--- src/rmli_params.svh ---
`ifndef RMLI_PARAMS_SVH
`define RMLI_PARAMS_SVH

// Register port geometry
`define RMLI_ADDR_W 3
`define RMLI_DATA_W 8
`define RMLI_NPIN 4

// Register offsets
`define RMLI_ADDR_EDGE 3'h0
`define RMLI_ADDR_MASK 3'h1
`define RMLI_ADDR_STATUS 3'h2
`define RMLI_ADDR_MODE 3'h3
`define RMLI_ADDR_PINS 3'h4

// Reset values
`define RMLI_EDGE_RST 4'h0
`define RMLI_MASK_RST 4'h0
`define RMLI_STATUS_RST 4'h0
`define RMLI_MODE_RST 4'h0
`define RMLI_PINS_RST 4'hf
`define RMLI_RSTSYNC_RST 2'h0
`define RMLI_PHASE_RST 2'h0
`define RMLI_DATA_RST 8'h00
`define RMLI_PIN_IDLE 1'b1
`define RMLI_PEND_RST 1'b0

// Field positions
`define RMLI_FLD_WAIT 4
`define RMLI_FLD_STOP 5
`define RMLI_PIN_A 0

`endif

--- src/rmli_pkg.sv ---
`include "rmli_params.svh"

package rmli_pkg;

    typedef struct packed {
        logic [`RMLI_ADDR_W-1:0] addr;
        logic [`RMLI_DATA_W-1:0] wdata;
        logic wr;
        logic rd;
    } rmli_bus_type;

    typedef enum logic [1:0] {
        RMLI_PWR_RUN,
        RMLI_PWR_WAIT,
        RMLI_PWR_STOP
    } rmli_pwr_type;

endpackage

--- src/rmli_top.sv ---
`include "rmli_params.svh"

module rmli_top (
    // Clock and reset
    input wire logic mclk_i,
    input wire logic rst_n_i,
    // Mode select and interrupt request pins, active low
    input wire logic mode_select_pin_a_n_i,
    input wire logic mode_select_pin_b_n_i,
    input wire logic mode_select_pin_c_n_i,
    input wire logic mode_select_pin_d_n_i,
    // Core power requests
    input wire logic wait_req_i,
    input wire logic stop_req_i,
    // Register port
    input wire rmli_pkg::rmli_bus_type bus_i,
    output logic [`RMLI_DATA_W-1:0] rdata_o,
    // Status towards the core
    output logic core_rst_n_o,
    output logic [1:0] phase_o,
    output logic [`RMLI_NPIN-1:0] operating_mode_register_o,
    output logic [`RMLI_NPIN-1:0] int_req_o,
    output logic irq_o,
    output logic wait_o,
    output logic stop_o,
    output logic wake_o
);
    import rmli_pkg::*;

    logic [`RMLI_NPIN-1:0] pin_n;
    logic [`RMLI_NPIN-1:0] pin_sync_n;
    logic run_sync;
    logic [1:0] phase_reg, phase_next;
    logic [`RMLI_NPIN-1:0] mode_reg, mode_next;
    logic [`RMLI_NPIN-1:0] edge_reg, edge_next;
    logic [`RMLI_NPIN-1:0] mask_reg, mask_next;
    logic [`RMLI_NPIN-1:0] status_reg;
    logic [`RMLI_NPIN-1:0] int_req_reg, int_req_next;
    logic irq_reg, irq_next;
    logic [`RMLI_DATA_W-1:0] rdata_reg, rdata_next;
    logic wait_reg;
    logic stop_reg;
    logic wake_reg;
    logic in_run;
    logic [`RMLI_NPIN-1:0] asserted;
    logic [`RMLI_NPIN-1:0] w1c;

    // Pin D is the top bit, pin A the bottom bit
    assign pin_n = {mode_select_pin_d_n_i, mode_select_pin_c_n_i,
                    mode_select_pin_b_n_i, mode_select_pin_a_n_i};

    // Release of reset passes two flops; assertion stays asynchronous
    rmli_rst_sync u_rmli_rst_sync (
        .mclk_i(mclk_i),
        .rst_n_i(rst_n_i),
        .run_o(run_sync)
    );

    assign in_run = run_sync;

    // Phase generator and mode capture
    always_comb begin
        phase_next = in_run ? phase_reg + 2'h1 : `RMLI_PHASE_RST;
        mode_next = in_run ? mode_reg : pin_sync_n;
    end

    always_ff @(posedge mclk_i or negedge rst_n_i) begin
        if (!rst_n_i) begin
            phase_reg <= `RMLI_PHASE_RST;
            mode_reg <= `RMLI_MODE_RST;
        end else begin
            phase_reg <= phase_next;
            mode_reg <= mode_next;
        end
    end

    // One request channel per pin: synchroniser, edge detect and pending bit
    genvar g;
    generate
        for (g = 0; g < `RMLI_NPIN; g++) begin : gen_chan
            rmli_irq_chan u_rmli_irq_chan (
                .mclk_i(mclk_i),
                .rst_n_i(rst_n_i),
                .pin_n_i(pin_n[g]),
                .in_run_i(in_run),
                .edge_mode_i(edge_reg[g]),
                .clear_i(w1c[g]),
                .pin_sync_n_o(pin_sync_n[g]),
                .asserted_o(asserted[g]),
                .pending_o(status_reg[g])
            );
        end
    endgenerate

    assign w1c = (bus_i.wr && bus_i.addr == `RMLI_ADDR_STATUS) ?
                 bus_i.wdata[`RMLI_NPIN-1:0] : `RMLI_STATUS_RST;

    // Configuration, pending and interrupt state
    always_comb begin
        edge_next = edge_reg;
        mask_next = mask_reg;
        if (bus_i.wr && bus_i.addr == `RMLI_ADDR_EDGE) begin
            edge_next = bus_i.wdata[`RMLI_NPIN-1:0];
        end
        if (bus_i.wr && bus_i.addr == `RMLI_ADDR_MASK) begin
            mask_next = bus_i.wdata[`RMLI_NPIN-1:0];
        end
        int_req_next = status_reg & mask_reg;
        irq_next = |(status_reg & mask_reg);
    end

    always_ff @(posedge mclk_i or negedge rst_n_i) begin
        if (!rst_n_i) begin
            edge_reg <= `RMLI_EDGE_RST;
            mask_reg <= `RMLI_MASK_RST;
            int_req_reg <= `RMLI_STATUS_RST;
            irq_reg <= 1'b0;
        end else begin
            edge_reg <= edge_next;
            mask_reg <= mask_next;
            int_req_reg <= int_req_next;
            irq_reg <= irq_next;
        end
    end

    // Power state of the core
    rmli_pwr_ctl u_rmli_pwr_ctl (
        .mclk_i(mclk_i),
        .rst_n_i(rst_n_i),
        .in_run_i(in_run),
        .wait_req_i(wait_req_i),
        .stop_req_i(stop_req_i),
        .asserted_i(asserted),
        .wait_o(wait_reg),
        .stop_o(stop_reg),
        .wake_o(wake_reg)
    );

    // Read data, valid only in the cycle after the strobe
    always_comb begin
        rdata_next = `RMLI_DATA_RST;
        if (bus_i.rd) begin
            case (bus_i.addr)
                `RMLI_ADDR_EDGE: rdata_next[`RMLI_NPIN-1:0] = edge_reg;
                `RMLI_ADDR_MASK: rdata_next[`RMLI_NPIN-1:0] = mask_reg;
                `RMLI_ADDR_STATUS: rdata_next[`RMLI_NPIN-1:0] = status_reg;
                `RMLI_ADDR_MODE: rdata_next[`RMLI_NPIN-1:0] = mode_reg;
                `RMLI_ADDR_PINS: begin
                    rdata_next[`RMLI_NPIN-1:0] = asserted;
                    rdata_next[`RMLI_FLD_WAIT] = wait_reg;
                    rdata_next[`RMLI_FLD_STOP] = stop_reg;
                end
                default: rdata_next = `RMLI_DATA_RST;
            endcase
        end
    end

    always_ff @(posedge mclk_i or negedge rst_n_i) begin
        if (!rst_n_i) begin
            rdata_reg <= `RMLI_DATA_RST;
        end else begin
            rdata_reg <= rdata_next;
        end
    end

    assign rdata_o = rdata_reg;
    assign core_rst_n_o = run_sync;
    assign phase_o = phase_reg;
    assign operating_mode_register_o = mode_reg;
    assign int_req_o = int_req_reg;
    assign irq_o = irq_reg;
    assign wait_o = wait_reg;
    assign stop_o = stop_reg;
    assign wake_o = wake_reg;

endmodule

// Two-flop release synchroniser for the active-low reset pin
module rmli_rst_sync (
    // Clock and reset
    input wire logic mclk_i,
    input wire logic rst_n_i,
    // Run flag, low while the chip is held in reset
    output logic run_o
);
    logic [1:0] pipe_reg, pipe_next;

    always_comb begin
        pipe_next = {pipe_reg[0], 1'b1};
    end

    always_ff @(posedge mclk_i or negedge rst_n_i) begin
        if (!rst_n_i) begin
            pipe_reg <= `RMLI_RSTSYNC_RST;
        end else begin
            pipe_reg <= pipe_next;
        end
    end

    assign run_o = pipe_reg[1];
endmodule

// One request pin: two-flop synchroniser, falling edge detect, sticky pending bit
module rmli_irq_chan (
    // Clock and reset
    input wire logic mclk_i,
    input wire logic rst_n_i,
    // Pin and controls
    input wire logic pin_n_i,
    input wire logic in_run_i,
    input wire logic edge_mode_i,
    input wire logic clear_i,
    // Results
    output logic pin_sync_n_o,
    output logic asserted_o,
    output logic pending_o
);
    logic meta_reg;
    logic sync_reg;
    logic prev_reg, prev_next;
    logic pending_reg, pending_next;
    logic fell;
    logic event_set;

    // Data only, so the synchroniser carries no reset
    always_ff @(posedge mclk_i) begin
        meta_reg <= pin_n_i;
        sync_reg <= meta_reg;
    end

    assign asserted_o = !sync_reg && in_run_i;
    assign fell = prev_reg && !sync_reg && in_run_i;
    assign event_set = edge_mode_i ? fell : asserted_o;

    always_comb begin
        prev_next = sync_reg;
        // A new event wins over a clear in the same cycle
        pending_next = (pending_reg && !clear_i) || event_set;
    end

    // Previous level resets to idle so no false edge follows reset
    always_ff @(posedge mclk_i or negedge rst_n_i) begin
        if (!rst_n_i) begin
            prev_reg <= `RMLI_PIN_IDLE;
            pending_reg <= `RMLI_PEND_RST;
        end else begin
            prev_reg <= prev_next;
            pending_reg <= pending_next;
        end
    end

    assign pin_sync_n_o = sync_reg;
    assign pending_o = pending_reg;
endmodule

// Power state: Wait ends on any request, Stop only on pin A
module rmli_pwr_ctl (
    // Clock and reset
    input wire logic mclk_i,
    input wire logic rst_n_i,
    // Run flag, power requests and synchronised request levels
    input wire logic in_run_i,
    input wire logic wait_req_i,
    input wire logic stop_req_i,
    input wire logic [`RMLI_NPIN-1:0] asserted_i,
    // State towards the core
    output logic wait_o,
    output logic stop_o,
    output logic wake_o
);
    import rmli_pkg::*;

    rmli_pwr_type pwr_reg, pwr_next;
    logic wait_reg, wait_next;
    logic stop_reg, stop_next;
    logic wake_reg, wake_next;

    always_comb begin
        pwr_next = pwr_reg;
        wake_next = 1'b0;
        case (pwr_reg)
            RMLI_PWR_RUN: begin
                if (stop_req_i) begin
                    pwr_next = RMLI_PWR_STOP;
                end else if (wait_req_i) begin
                    pwr_next = RMLI_PWR_WAIT;
                end
            end
            RMLI_PWR_WAIT: begin
                if (|asserted_i) begin
                    pwr_next = RMLI_PWR_RUN;
                    wake_next = 1'b1;
                end
            end
            RMLI_PWR_STOP: begin
                if (asserted_i[`RMLI_PIN_A]) begin
                    pwr_next = RMLI_PWR_RUN;
                    wake_next = 1'b1;
                end
            end
            default: begin
                pwr_next = RMLI_PWR_RUN;
            end
        endcase
        if (!in_run_i) begin
            pwr_next = RMLI_PWR_RUN;
            wake_next = 1'b0;
        end
        wait_next = (pwr_next == RMLI_PWR_WAIT);
        stop_next = (pwr_next == RMLI_PWR_STOP);
    end

    always_ff @(posedge mclk_i or negedge rst_n_i) begin
        if (!rst_n_i) begin
            pwr_reg <= RMLI_PWR_RUN;
            wait_reg <= 1'b0;
            stop_reg <= 1'b0;
            wake_reg <= 1'b0;
        end else begin
            pwr_reg <= pwr_next;
            wait_reg <= wait_next;
            stop_reg <= stop_next;
            wake_reg <= wake_next;
        end
    end

    assign wait_o = wait_reg;
    assign stop_o = stop_reg;
    assign wake_o = wake_reg;
endmodule

--- config.mk ---
export PLATFORM = sky130hd
export DESIGN_NAME = rmli_top
export DESIGN_NICKNAME = d
export VERILOG_FILES = /design/src/rmli_pkg.sv /design/src/rmli_top.sv
export VERILOG_INCLUDE_DIRS = /design/src
export SDC_FILE = /design/constraint.sdc
export NUM_CORES = 1
export LEC_CHECK = 0
export CAP_MARGIN = 30
export CORE_MARGIN = 3
export CORE_UTILIZATION = 25
export CTS_CLUSTER_SIZE = 25
export DETAILED_ROUTE_END_ITERATION = 10
export DONT_BUFFER_PORTS = 1
export GPL_TIMING_DRIVEN = 0
export SYNTH_ARGS = -nofsm -noshare
export SYNTH_HDL_FRONTEND = slang
export SYNTH_SLANG_ARGS = --single-unit
--- constraint.sdc ---
create_clock -name mclk_i -period 2 [get_ports mclk_i]
set_clock_uncertainty 0.1 [all_clocks]
set_input_delay 0.1 -clock mclk_i [delete_from_list [all_inputs] [get_ports mclk_i]]
set_output_delay 0.1 -clock mclk_i [all_outputs]
set_load 0.005 [all_outputs]
# Yosys cells after proc, flatten, opt, wreduce, memory -nomap -nowiden
# Cells that the tools add are included.
dict set report totals {
  ff_bits 48
}
dict set report classes {
  reduce_logical 35
  n_addsub 1
  n_bitwise 1
  eq_ne 8
  mux 19
}
# operator count
set op_table {}
lappend op_table {{4-bit one-hot mux with 5 select lines} 1}
lappend op_table {{1-bit logical AND} 19}
lappend op_table {{2-bit 2-to-1 mux} 7}
lappend op_table {{1-bit logical NOT} 8}
lappend op_table {{4-bit OR reduction} 2}
lappend op_table {{1-bit 2-to-1 mux} 7}
lappend op_table {{3-bit by 2-bit == test with 1-bit output (second input constant)} 2}
lappend op_table {{6-bit 2-to-1 mux} 1}
lappend op_table {{2-bit one-hot mux with 3 select lines} 1}
lappend op_table {{4-bit bitwise AND} 1}
lappend op_table {{2-bit by 1-bit == test with 1-bit output (second input constant)} 2}
lappend op_table {{2-bit == test (second input constant)} 2}
lappend op_table {{1-bit logical OR} 4}
lappend op_table {{4-bit 2-to-1 mux} 1}
lappend op_table {{3-bit by 1-bit == test with 1-bit output (second input constant)} 1}
lappend op_table {{3-bit == test (second input constant)} 1}
lappend op_table {{3-bit logical NOT} 1}
lappend op_table {{2-bit by 1-bit adder with 2-bit output (second input constant)} 1}
lappend op_table {{2-bit logical NOT} 1}
lappend op_table {{1-bit one-hot mux with 2 select lines} 1}

# Longest topological paths before layout
# Gate-level depths: netlist of the first run.
dict set report logic_depth {
  word_depth 7
  mapped_depth 6
}

# Cells and area by module
# From an unflattened synthesis of the first run, not the netlist that was laid out.
dict set report hier_totals {
  hier_cells 158
  hier_area_um2 2073.2
}
# module cells_per_inst n_inst area_per_inst_um2 seq_area_each_um2
set modules_own_cells {}
lappend modules_own_cells {rmli_top 92 1 1168.6 625.6}
lappend modules_own_cells {rmli_irq_chan 8 4 123.9 91.3}
lappend modules_own_cells {rmli_pwr_ctl 31 1 355.3 125.1}
lappend modules_own_cells {rmli_rst_sync 3 1 53.8 50.0}

# Least setup slack after synthesis of the first run
# OpenSTA, ideal clock, no wires.
dict set report synth_path {
  path_type {flip-flop to flip-flop}
  start {reg u_rmli_pwr_ctl.pwr_reg[0]}
  end {reg u_rmli_pwr_ctl.stop_reg (netlist: u_rmli_pwr_ctl.stop_o)}
  synth_period_minus_slack_ns 1.418
  slack_ns 0.582
  required_ns 1.771
  path_stages_with_launch 6
  t_arrival_ns 1.190
  setup_time_ns 0.129
  path_cell_list {dfrtp_1 > inv_1 > ha_1 > a31o_2 > a31oi_1 > nor4_2}
}
dict set report synth_between {
  elab_chain_len 5
  word_cells_on_any_way 10
}
# item line
set synth_rtl {}
lappend synth_rtl {{start: declaration} rmli_top.sv:273} ;# rmli_pwr_type pwr_reg, pwr_next;
lappend synth_rtl {{start signal: assignment} rmli_top.sv:320} ;# pwr_reg <= pwr_next;
lappend synth_rtl {{2-bit 2-to-1 mux} rmli_top.sv:285} ;# end else if (wait_req_i) begin
lappend synth_rtl {{2-bit 2-to-1 mux} rmli_top.sv:283} ;# if (stop_req_i) begin
lappend synth_rtl {{2-bit one-hot mux with 3 select lines (*)} rmli_top.sv:281} ;# case (pwr_reg)
lappend synth_rtl {{2-bit 2-to-1 mux (*)} rmli_top.sv:305} ;# if (!in_run_i) begin
lappend synth_rtl {{2-bit == test (*)} rmli_top.sv:310} ;# stop_next = (pwr_next == RMLI_PWR_STOP);
lappend synth_rtl {{via u_rmli_pwr_ctl.stop_next} rmli_top.sv:275} ;# logic stop_reg, stop_next;
lappend synth_rtl {{end signal: assignment} rmli_top.sv:322} ;# stop_reg <= stop_next;
lappend synth_rtl {{end: declaration} rmli_top.sv:275}
# Mark *: on every way through the listed nets, which the timed path passes. The rest lies on a longest branch.
# A chain may end at the register's enable or synchronous reset.

# Worst setup path in the final report of the first run
dict set report layout_path {
  start {reg u_rmli_pwr_ctl.pwr_reg[1]}
  end {reg u_rmli_pwr_ctl.wait_reg (netlist: u_rmli_pwr_ctl.wait_o)}
}
dict set report layout_between {
  elab_chain_len 5
  word_cells_on_any_way 10
}
# item line
set layout_rtl {}
lappend layout_rtl {{2-bit 2-to-1 mux} rmli_top.sv:285}
lappend layout_rtl {{2-bit 2-to-1 mux} rmli_top.sv:283}
lappend layout_rtl {{2-bit one-hot mux with 3 select lines (*)} rmli_top.sv:281}
lappend layout_rtl {{2-bit 2-to-1 mux (*)} rmli_top.sv:305}
lappend layout_rtl {{2-bit by 1-bit == test with 1-bit output (*)} rmli_top.sv:309} ;# wait_next = (pwr_next == RMLI_PWR_WAIT);
lappend layout_rtl {{via u_rmli_pwr_ctl.wait_next} rmli_top.sv:274} ;# logic wait_reg, wait_next;
lappend layout_rtl {{end signal: assignment} rmli_top.sv:321} ;# wait_reg <= wait_next;
lappend layout_rtl {{end: declaration} rmli_top.sv:274}
# Marked as above.

==> results by group, run 1 <==
Cells and area
  – Diode count: 0
  – Max FFs per register: 6
  – Final nets: 206
  – Register Area: 0.001167 sq mm
  – P&R area growth vs syn: 18.77%
  – Final Non-Filler Cells: 281
  – Share of cells above drive strength 1: 22.53%
  – Post-Route Utilization: 31.72%
  – # fillers: 779
  – Multi-input gate area: 778.2 sq um

Status
  – Failing checks: hold timing
  – Run status: finished with violations

Clock tree
  – TritonCTS Buffers: 5
  – Later-pin clock latency in the skew report: 0.30 ns
  – Clk pin slew, worst setup/hold paths: 0.09 ns
  – Post-CTS setup buffer count: 0
  – CTS tree: done
  – CTS HTree Levels: 2
  – CTS sink count: 48
  – Clock buffer depth: 2
  – Clk root buf: clkbuf_8

Pwr
  – Reg power frac: 56.9%
  – Combinational Power Share: 12.4%
  – P_int: 1526 uW
  – Pwr dens: 854.3 mW/mm^2
  – Clock share of power: 30.7%
  – Leakage: 0.001039 uW
  – Sw Ratio: 24.78%
  – Psw: 502.8 uW
  – Maximum vdd drop: 0.0003438 V

Floorplan
  – Core area: 0.007486 sq mm
  – Die Wd: 95.43 um
  – IO Count: 44
  – Row count: 31
  – Die Y-Extent: 95.43 um
  – Effective utilization at floorplan: 26.71%
  – DIE AREA: 0.009107 sq mm

Detailed routing
  – WL final: 4199 um
  – DRC Markers: 0
  – Antenna viol nets, final: 0
  – Drt pass-1 iters: 4
  – Vias: 1,211
  – DR iter-0 viols: 78
  – Vias per inst: 4.310
  – Wirelength per Cell: 14.94 um

Yosys
  – Async set or reset register ratio after synthesis: 83.33%
  – Post-synth top area share: 45.06%
  – Number of flops mapped to enable cells by yosys: 0
  – Synth cell types: 40
  – Area leader, netlist: dfrtp_1
  – Top cells by area, synth: dfrtp_1, dfxtp_1, mux2_2, dfstp_2, mux2i_1
  – Syn_area_per_cell: 12.50 sq um
  – Ys flop type: dfrtp_1
  – Yosys warnings: 0
  – Syn Inst Count: 160
  – Most common cell in the netlist: dfrtp_1
  – Seq cells post-synth: 48
  – Sequential element share of the synthesized area: 58.32%
  – Synth Cell Area: 0.001999 sq mm
  – Synth top cells by count: dfrtp_1, mux2_2

Timing
  – Worst hold slack: -0.00008424 ns
  – RSZ-0062 raised after global routing: false
  – Final worst slack: 0.1595 ns
  – Tmin final: 1.840 ns
  – Final setup viols: 0
  – Total Neg Setup Slack: 0 ns
  – Max-slew violation count: 0
  – Fmax: 543.3 MHz
  – Count of final hold-check violations: 1
  – Period utilization: 92.02%

Placed design
  – Setup slack at placement: 0.4355 ns
  – Inst Count DP: 260
  – Gpl congestion: 0.7907
  – Detailed-placement wirelength estimate: 3033 um
  – IO buf count: 0

Min path
  – Hold WC Path Type: primary input to register

Critical path
  – WP data required: 2.11 ns
  – Critical Path AT: 1.95 ns
  – Crit Path Class: register to register
  – Top delay family on crit path: buffers and inverters
  – Crit-path slowest cell: dlygate4sd3_1
  – Critical path cell sequence: inv_1, ha_1, o21a_1, dlygate4sd3_1, nor4_2
  – Crit path largest cell delay: 0.56 ns
  – CP bufs+invs: 2
  – CP max FO: 6
  – CP Capture Type: register
  – R2R setup slack: 0.16 ns
  – CP Launch Type: register

Job
  – Max Cap Violations: 0

Global routing
  – GRT Total Usage: 9.736%
  – Initial antenna violation count: 0
  – Total global routing overflow: 0
  – Vias in the first global route: 1,270
  – Largest net degree at the start of global routing: 41
  – First-pass GRT wire length: 6679 um
through the flow:
step / total power, uW / cell area, sq um
final: 2029 / 2375
after global routing: 2149 / 2375
after CTS: 2067 / 2367
after detailed placement: 1385 / 2127
after global placement: 1379 / 2127
after floorplan: 1324 / 2003
power groups by stage:
stage                     combinational (uW)  clock (uW)  sequential, uW
after floorplan                          175           0            1150
after global placement                   200           0            1180
after detailed placement                 206           0            1180
after CTS                                255         654            1160
after global routing                     285         691            1170
final                                    252         622            1150
cells by family after synthesis:
kind of cell             after synthesis  synth area share [%]
AND/OR/NAND/NOR                       57                 18.40
flip-flops                            48                 58.32
AO/OA/AOI/OAI                         21                 7.509
multiplexers                          17                 9.199
buffers and inverters                 10                 3.254
adder cells (fa/ha/maj)                4                 2.503
other                                  2                0.3756
XOR/XNOR                               1                0.4381
cells in the final DEF, fill, tap and decap left out, types with 4 or more instances in the layout:
cell           Yosys  layout
mux2i_1            6       6
nor3_1             4       4
nand2b_1           8       8
and3_1             4       4
ha_1               4       4
dfxtp_1            8       8
and2_1             5       5
dfrtp_1           36      35
o21ai_0            5       5
clkbuf_8           0       7
buf_4              5       5
dlygate4sd3_1      0      12
dfstp_2            4       4
mux2_2            11      11
nor2b_1            6       6
nand2_1            8       8
nor2_1             8       8
worst reg2reg max path, cell delays in order (launching register included):
cell           delay, ns
dfrtp_1             0.43
inv_1               0.10
ha_1                0.20
o21a_1              0.12
dlygate4sd3_1       0.56
nor4_2              0.24
metal layers:
metal | routed length, um | vias to the layer above | GRT usage, % | part of all wire, %
li1 | - | 592 | - | -
met3 | 243 | 4 | 3.394 | 5.8
met5 | 0 | - | 0 | 0
met1 | 1901 | 587 | 12.78 | 45
met4 | 43 | 0 | 2.844 | 1.0
met2 | 2011 | 28 | 15.16 | 48
worst paths after layout:
check,start,end,cells after the start
max,u_rmli_pwr_ctl.pwr_reg[1],u_rmli_pwr_ctl.wait_o,5
min,stop_req_i,u_rmli_pwr_ctl.stop_o,2
max reg2reg,u_rmli_pwr_ctl.pwr_reg[1],u_rmli_pwr_ctl.wait_o,5
min reg2reg,gen_chan[0].u_rmli_irq_chan.meta_reg,gen_chan[0].u_rmli_irq_chan.pin_sync_n_o,0
max in group asynchronous,rst_n_i,gen_chan[3].u_rmli_irq_chan.prev_reg,2
min in group asynchronous,rst_n_i,u_rmli_rst_sync.pipe_reg[1],2
layout make-up:
| type | instances | area share, % |
|---|---|---|
| flip-flops and latches | 48 | 49.16 |
| multi-input cells | 103 | 32.77 |
| repair buffers | 13 | 5.901 |
| well taps | 99 | 5.216 |
| clock buffers | 8 | 4.215 |
| plain buffers | 7 | 2.266 |
| inverters | 3 | 0.4742 |
what timing repair did:
item / CTS / global route
hold buffers: 13 / 0
setup endpoints to repair: 0 / 1
endpoints found under the hold margin: 63 / 0
gates resized for setup: 0 / 2
(Power assumes the default switching activity.)
==> run 2: changes to the inputs <==
--- a/config.mk
+++ b/config.mk
@@ -15,4 +15,5 @@
 export GPL_TIMING_DRIVEN = 0
 export SYNTH_ARGS = -nofsm -noshare
 export SYNTH_HDL_FRONTEND = slang
+export SYNTH_HIERARCHICAL = 1
 export SYNTH_SLANG_ARGS = --single-unit
==> results by group, run 2 <==
Cells and area
  – Diode count: 0 (unchanged)
  – Max FFs per register: 6 (unchanged)
  – # fillers: 783 (was 779)
  – P&R area growth vs syn: 19.25% (was 18.77%)
  – Post-Route Utilization: 31.35% (was 31.72%)
  – Commonest non-fill, non-tap cell in the layout: dfrtp_1 (unchanged)
  – Share of cells above drive strength 1: 24.31% (was 22.53%)
  – Final nets: 205 (was 206)
  – Fin area: 0.002472 sq mm (was 0.002375 sq mm)
  – Most frequent cells in the layout: dfrtp_1, and2_1, dlygate4sd3_1 (was dfrtp_1, dlygate4sd3_1, mux2_2)

Critical path
  – CP Launch Type: register (unchanged)
  – Crit Path Class: register to register (unchanged)
  – CP Capture Type: register (unchanged)
  – Critical Path AT: 1.87 ns (was 1.95 ns)
  – CP max FO: 14 (was 6)
  – WP data required: 2.11 ns (about the same)

Yosys
  – Ys flop type: dfrtp_1 (unchanged)
  – Sequential element share of the synthesized area: 56.25% (was 58.32%)
  – Synth cell types: 41 (was 40)
  – Area leader, netlist: dfrtp_1 (unchanged)
  – Synth Cell Area: 0.002073 sq mm (was 0.001999 sq mm)
  – Synth top cells by count: dfrtp_1, and2_1, inv_1 (was dfrtp_1, mux2_2)
  – Syn Inst Count: 158 (was 160)
  – Post-synth top area share: 43.45% (was 45.06%)
  – Seq cells post-synth: 48 (unchanged)
  – Most common cell in the netlist: dfrtp_1 (unchanged)
  – Syn_area_per_cell: 13.12 sq um (was 12.50 sq um)
  – Number of flops mapped to enable cells by yosys: 0 (unchanged)
  – Yosys warnings: 6 (was 0)
  – Top cells by area, synth: dfrtp_1, dfxtp_1, dfstp_2, mux2_2, and2_1 (was dfrtp_1, dfxtp_1, mux2_2, dfstp_2, mux2i_1)
  – Async set or reset register ratio after synthesis: 83.33% (unchanged)

Min path
  – Hold WC Path Type: primary input to register (unchanged)

Timing
  – Total Neg Setup Slack: 0 ns (unchanged)
  – Fmax: 570.6 MHz (was 543.3 MHz)
  – Slew headroom: 59.09%
  – RSZ-0062 raised after global routing: false (unchanged)
  – Count of final hold-check violations: 0 (was 1)
  – Final setup viols: 0 (unchanged)
  – Final worst slack: 0.2474 ns (was 0.1595 ns)
  – Tmin final: 1.753 ns (was 1.840 ns)
  – Period utilization: 87.63% (was 92.02%)
  – Max-slew violation count: 0 (unchanged)
  – Slew @ Worst Pin: 0.6123 ns

Floorplan
  – Row count: 32 (was 31)
  – Die Wd: 97.07 um (was 95.43 um)
  – Effective utilization at floorplan: 26.28% (was 26.71%)
  – DIE AREA: 0.009422 sq mm (was 0.009107 sq mm)
  – Die Y-Extent: 97.07 um (was 95.43 um)
  – IO Count: 44 (unchanged)
  – Core area: 0.007888 sq mm (was 0.007486 sq mm)

Clock tree
  – Later-pin clock latency in the skew report: 0.30 ns (about the same)
  – CTS tree: done (unchanged)
  – TritonCTS Buffers: 5 (unchanged)
  – CTS sink count: 48 (unchanged)
  – Clk root buf: clkbuf_8 (unchanged)
  – Clk pin slew, worst setup/hold paths: 0.10 ns (was 0.09 ns)
  – CTS HTree Levels: 2 (unchanged)
  – Clock buffer depth: 2 (unchanged)

Detailed routing
  – DR iter-0 viols: 43 (was 78)
  – Antenna viol nets, final: 0 (unchanged)
  – Vias: 1,218 (was 1,211)
  – WL final: 4251 um (was 4199 um)
  – Drt pass-1 iters: 4 (unchanged)
  – Vias per inst: 4.304 (was 4.310)
  – Wirelength per Cell: 15.02 um (was 14.94 um)
  – DRC Markers: 0 (unchanged)

Pwr
  – Maximum vdd drop: 0.0003100 V (was 0.0003438 V)
  – Pwr dens: 864.6 mW/mm^2 (was 854.3 mW/mm^2)
  – Total power: 2138 uW (was 2029 uW)
  – Leakage: 0.001105 uW (was 0.001039 uW)

Placed design
  – Gpl congestion: 0.7709 (was 0.7907)
  – Cell Area, Placed: 0.002205 sq mm (was 0.002127 sq mm)
  – Detailed-placement wirelength estimate: 3014 um (was 3033 um)
  – Setup slack at placement: 0.1423 ns (was 0.4355 ns)
  – IO buf count: 0 (unchanged)

Global routing
  – Vias in the first global route: 1,271 (was 1,270)
  – First-pass GRT wire length: 7093 um (was 6679 um)
  – Initial antenna violation count: 0 (unchanged)
  – GRT Total Usage: 9.632% (was 9.736%)
  – Largest net degree at the start of global routing: 41 (unchanged)
  – Total global routing overflow: 0 (unchanged)

Job
  – Max Cap Violations: 0 (unchanged)

Status
  – Run status: finished, final reports clean (was finished with violations)
-- run 2: changes by cell type after synthesis, sizes merged, moves of 3 or more --
cell	change
and3	-4
o22ai	+4
and2	+8
nand2	-5
inv	+7
nor3	-4
buf	-4
nand2b	-3
a31oi	-3
-- run 2: layout make-up --
cell class                 instances  area, sq um  share of cell area (%)
timing repair buffer              14        150.1                   6.073
buffer                             4        26.28                   1.063
inverter                          10        37.54                   1.518
sequential                        48         1167                   47.22
clock buffer                       5        68.82                   2.783
tap                              102        127.6                   5.162
multi-input combinational         97        847.1                   34.26
clock inverter                     3        47.55                   1.923
-- run 2: logic make-up (layout without fill, tap and decap cells) --
logic type               after synthesis  after routing  synth area share (%)
AO/OA/AOI/OAI                         26             26                 10.02
buffers and inverters                 14             36                 3.078
adder cells (fa/ha/maj)                4              4                 2.414
flip-flops                            48             48                 56.25
XOR/XNOR                               1              1                0.4225
AND/OR/NAND/NOR                       47             47                 18.29
multiplexers                          16             16                 9.174
other                                  2              3                0.3622
-- run 2: worst max-delay path, stage by stage, from the launching register on --
cell and delay [ns]:
dfrtp_2 0.54, nor2b_4 0.20, nor4b_2 0.39, o211ai_1 0.18
a221oi_2 0.26
-- run 2: per-layer routing --
| layer | track usage (%) | share of wire (%) |
|---|---|---|
| met1 | 12.94 | 46 |
| met2 | 14.70 | 46 |
| met3 | 3.230 | 6.3 |
| met4 | 2.916 | 1.0 |
| met5 | 0 | 0 |
-- run 2: repair_timing --
item / CTS / global route
setup endpoints to repair: 0 / 1
resized for setup: 0 / 1
hold endpoints to repair: 63 / 0
hold buffers: 14 / 0
buffers inserted: 0 / 0
-- run 2: stage by stage --
stage                     std cells  hold slack [ns]
after floorplan                 159          -0.2956
after global placement          261          -0.2944
after detailed placement        261          -0.2945
after CTS                       283         0.005736
after global routing            283          0.02238
final                           283          0.01091
-- run 2: worst paths after layout --
check                                                     start                                        to  slack, ns  cells after the start
min                                                    bus_i[2]     gen_chan[0].u_rmli_irq_chan/pending_o       0.01                      3
min in group asynchronous                               rst_n_i                                rdata_o[2]       0.15                      2
max reg2reg                         u_rmli_rst_sync/pipe_reg[1]                     u_rmli_pwr_ctl/stop_o       0.25                      4
min reg2reg                gen_chan[3].u_rmli_irq_chan/meta_reg  gen_chan[3].u_rmli_irq_chan/pin_sync_n_o       0.23                      0
max in group asynchronous                               rst_n_i      gen_chan[2].u_rmli_irq_chan/prev_reg       1.39                      2
max                                 u_rmli_rst_sync/pipe_reg[1]                     u_rmli_pwr_ctl/stop_o       0.25                      4
-- run 2: report_power, final --
group / internal [uW] / switching [uW] / total (uW)
Combinational: 149 / 115 / 264
Clock: 377 / 339 / 715
Sequential: 1080 / 83.0 / 1160
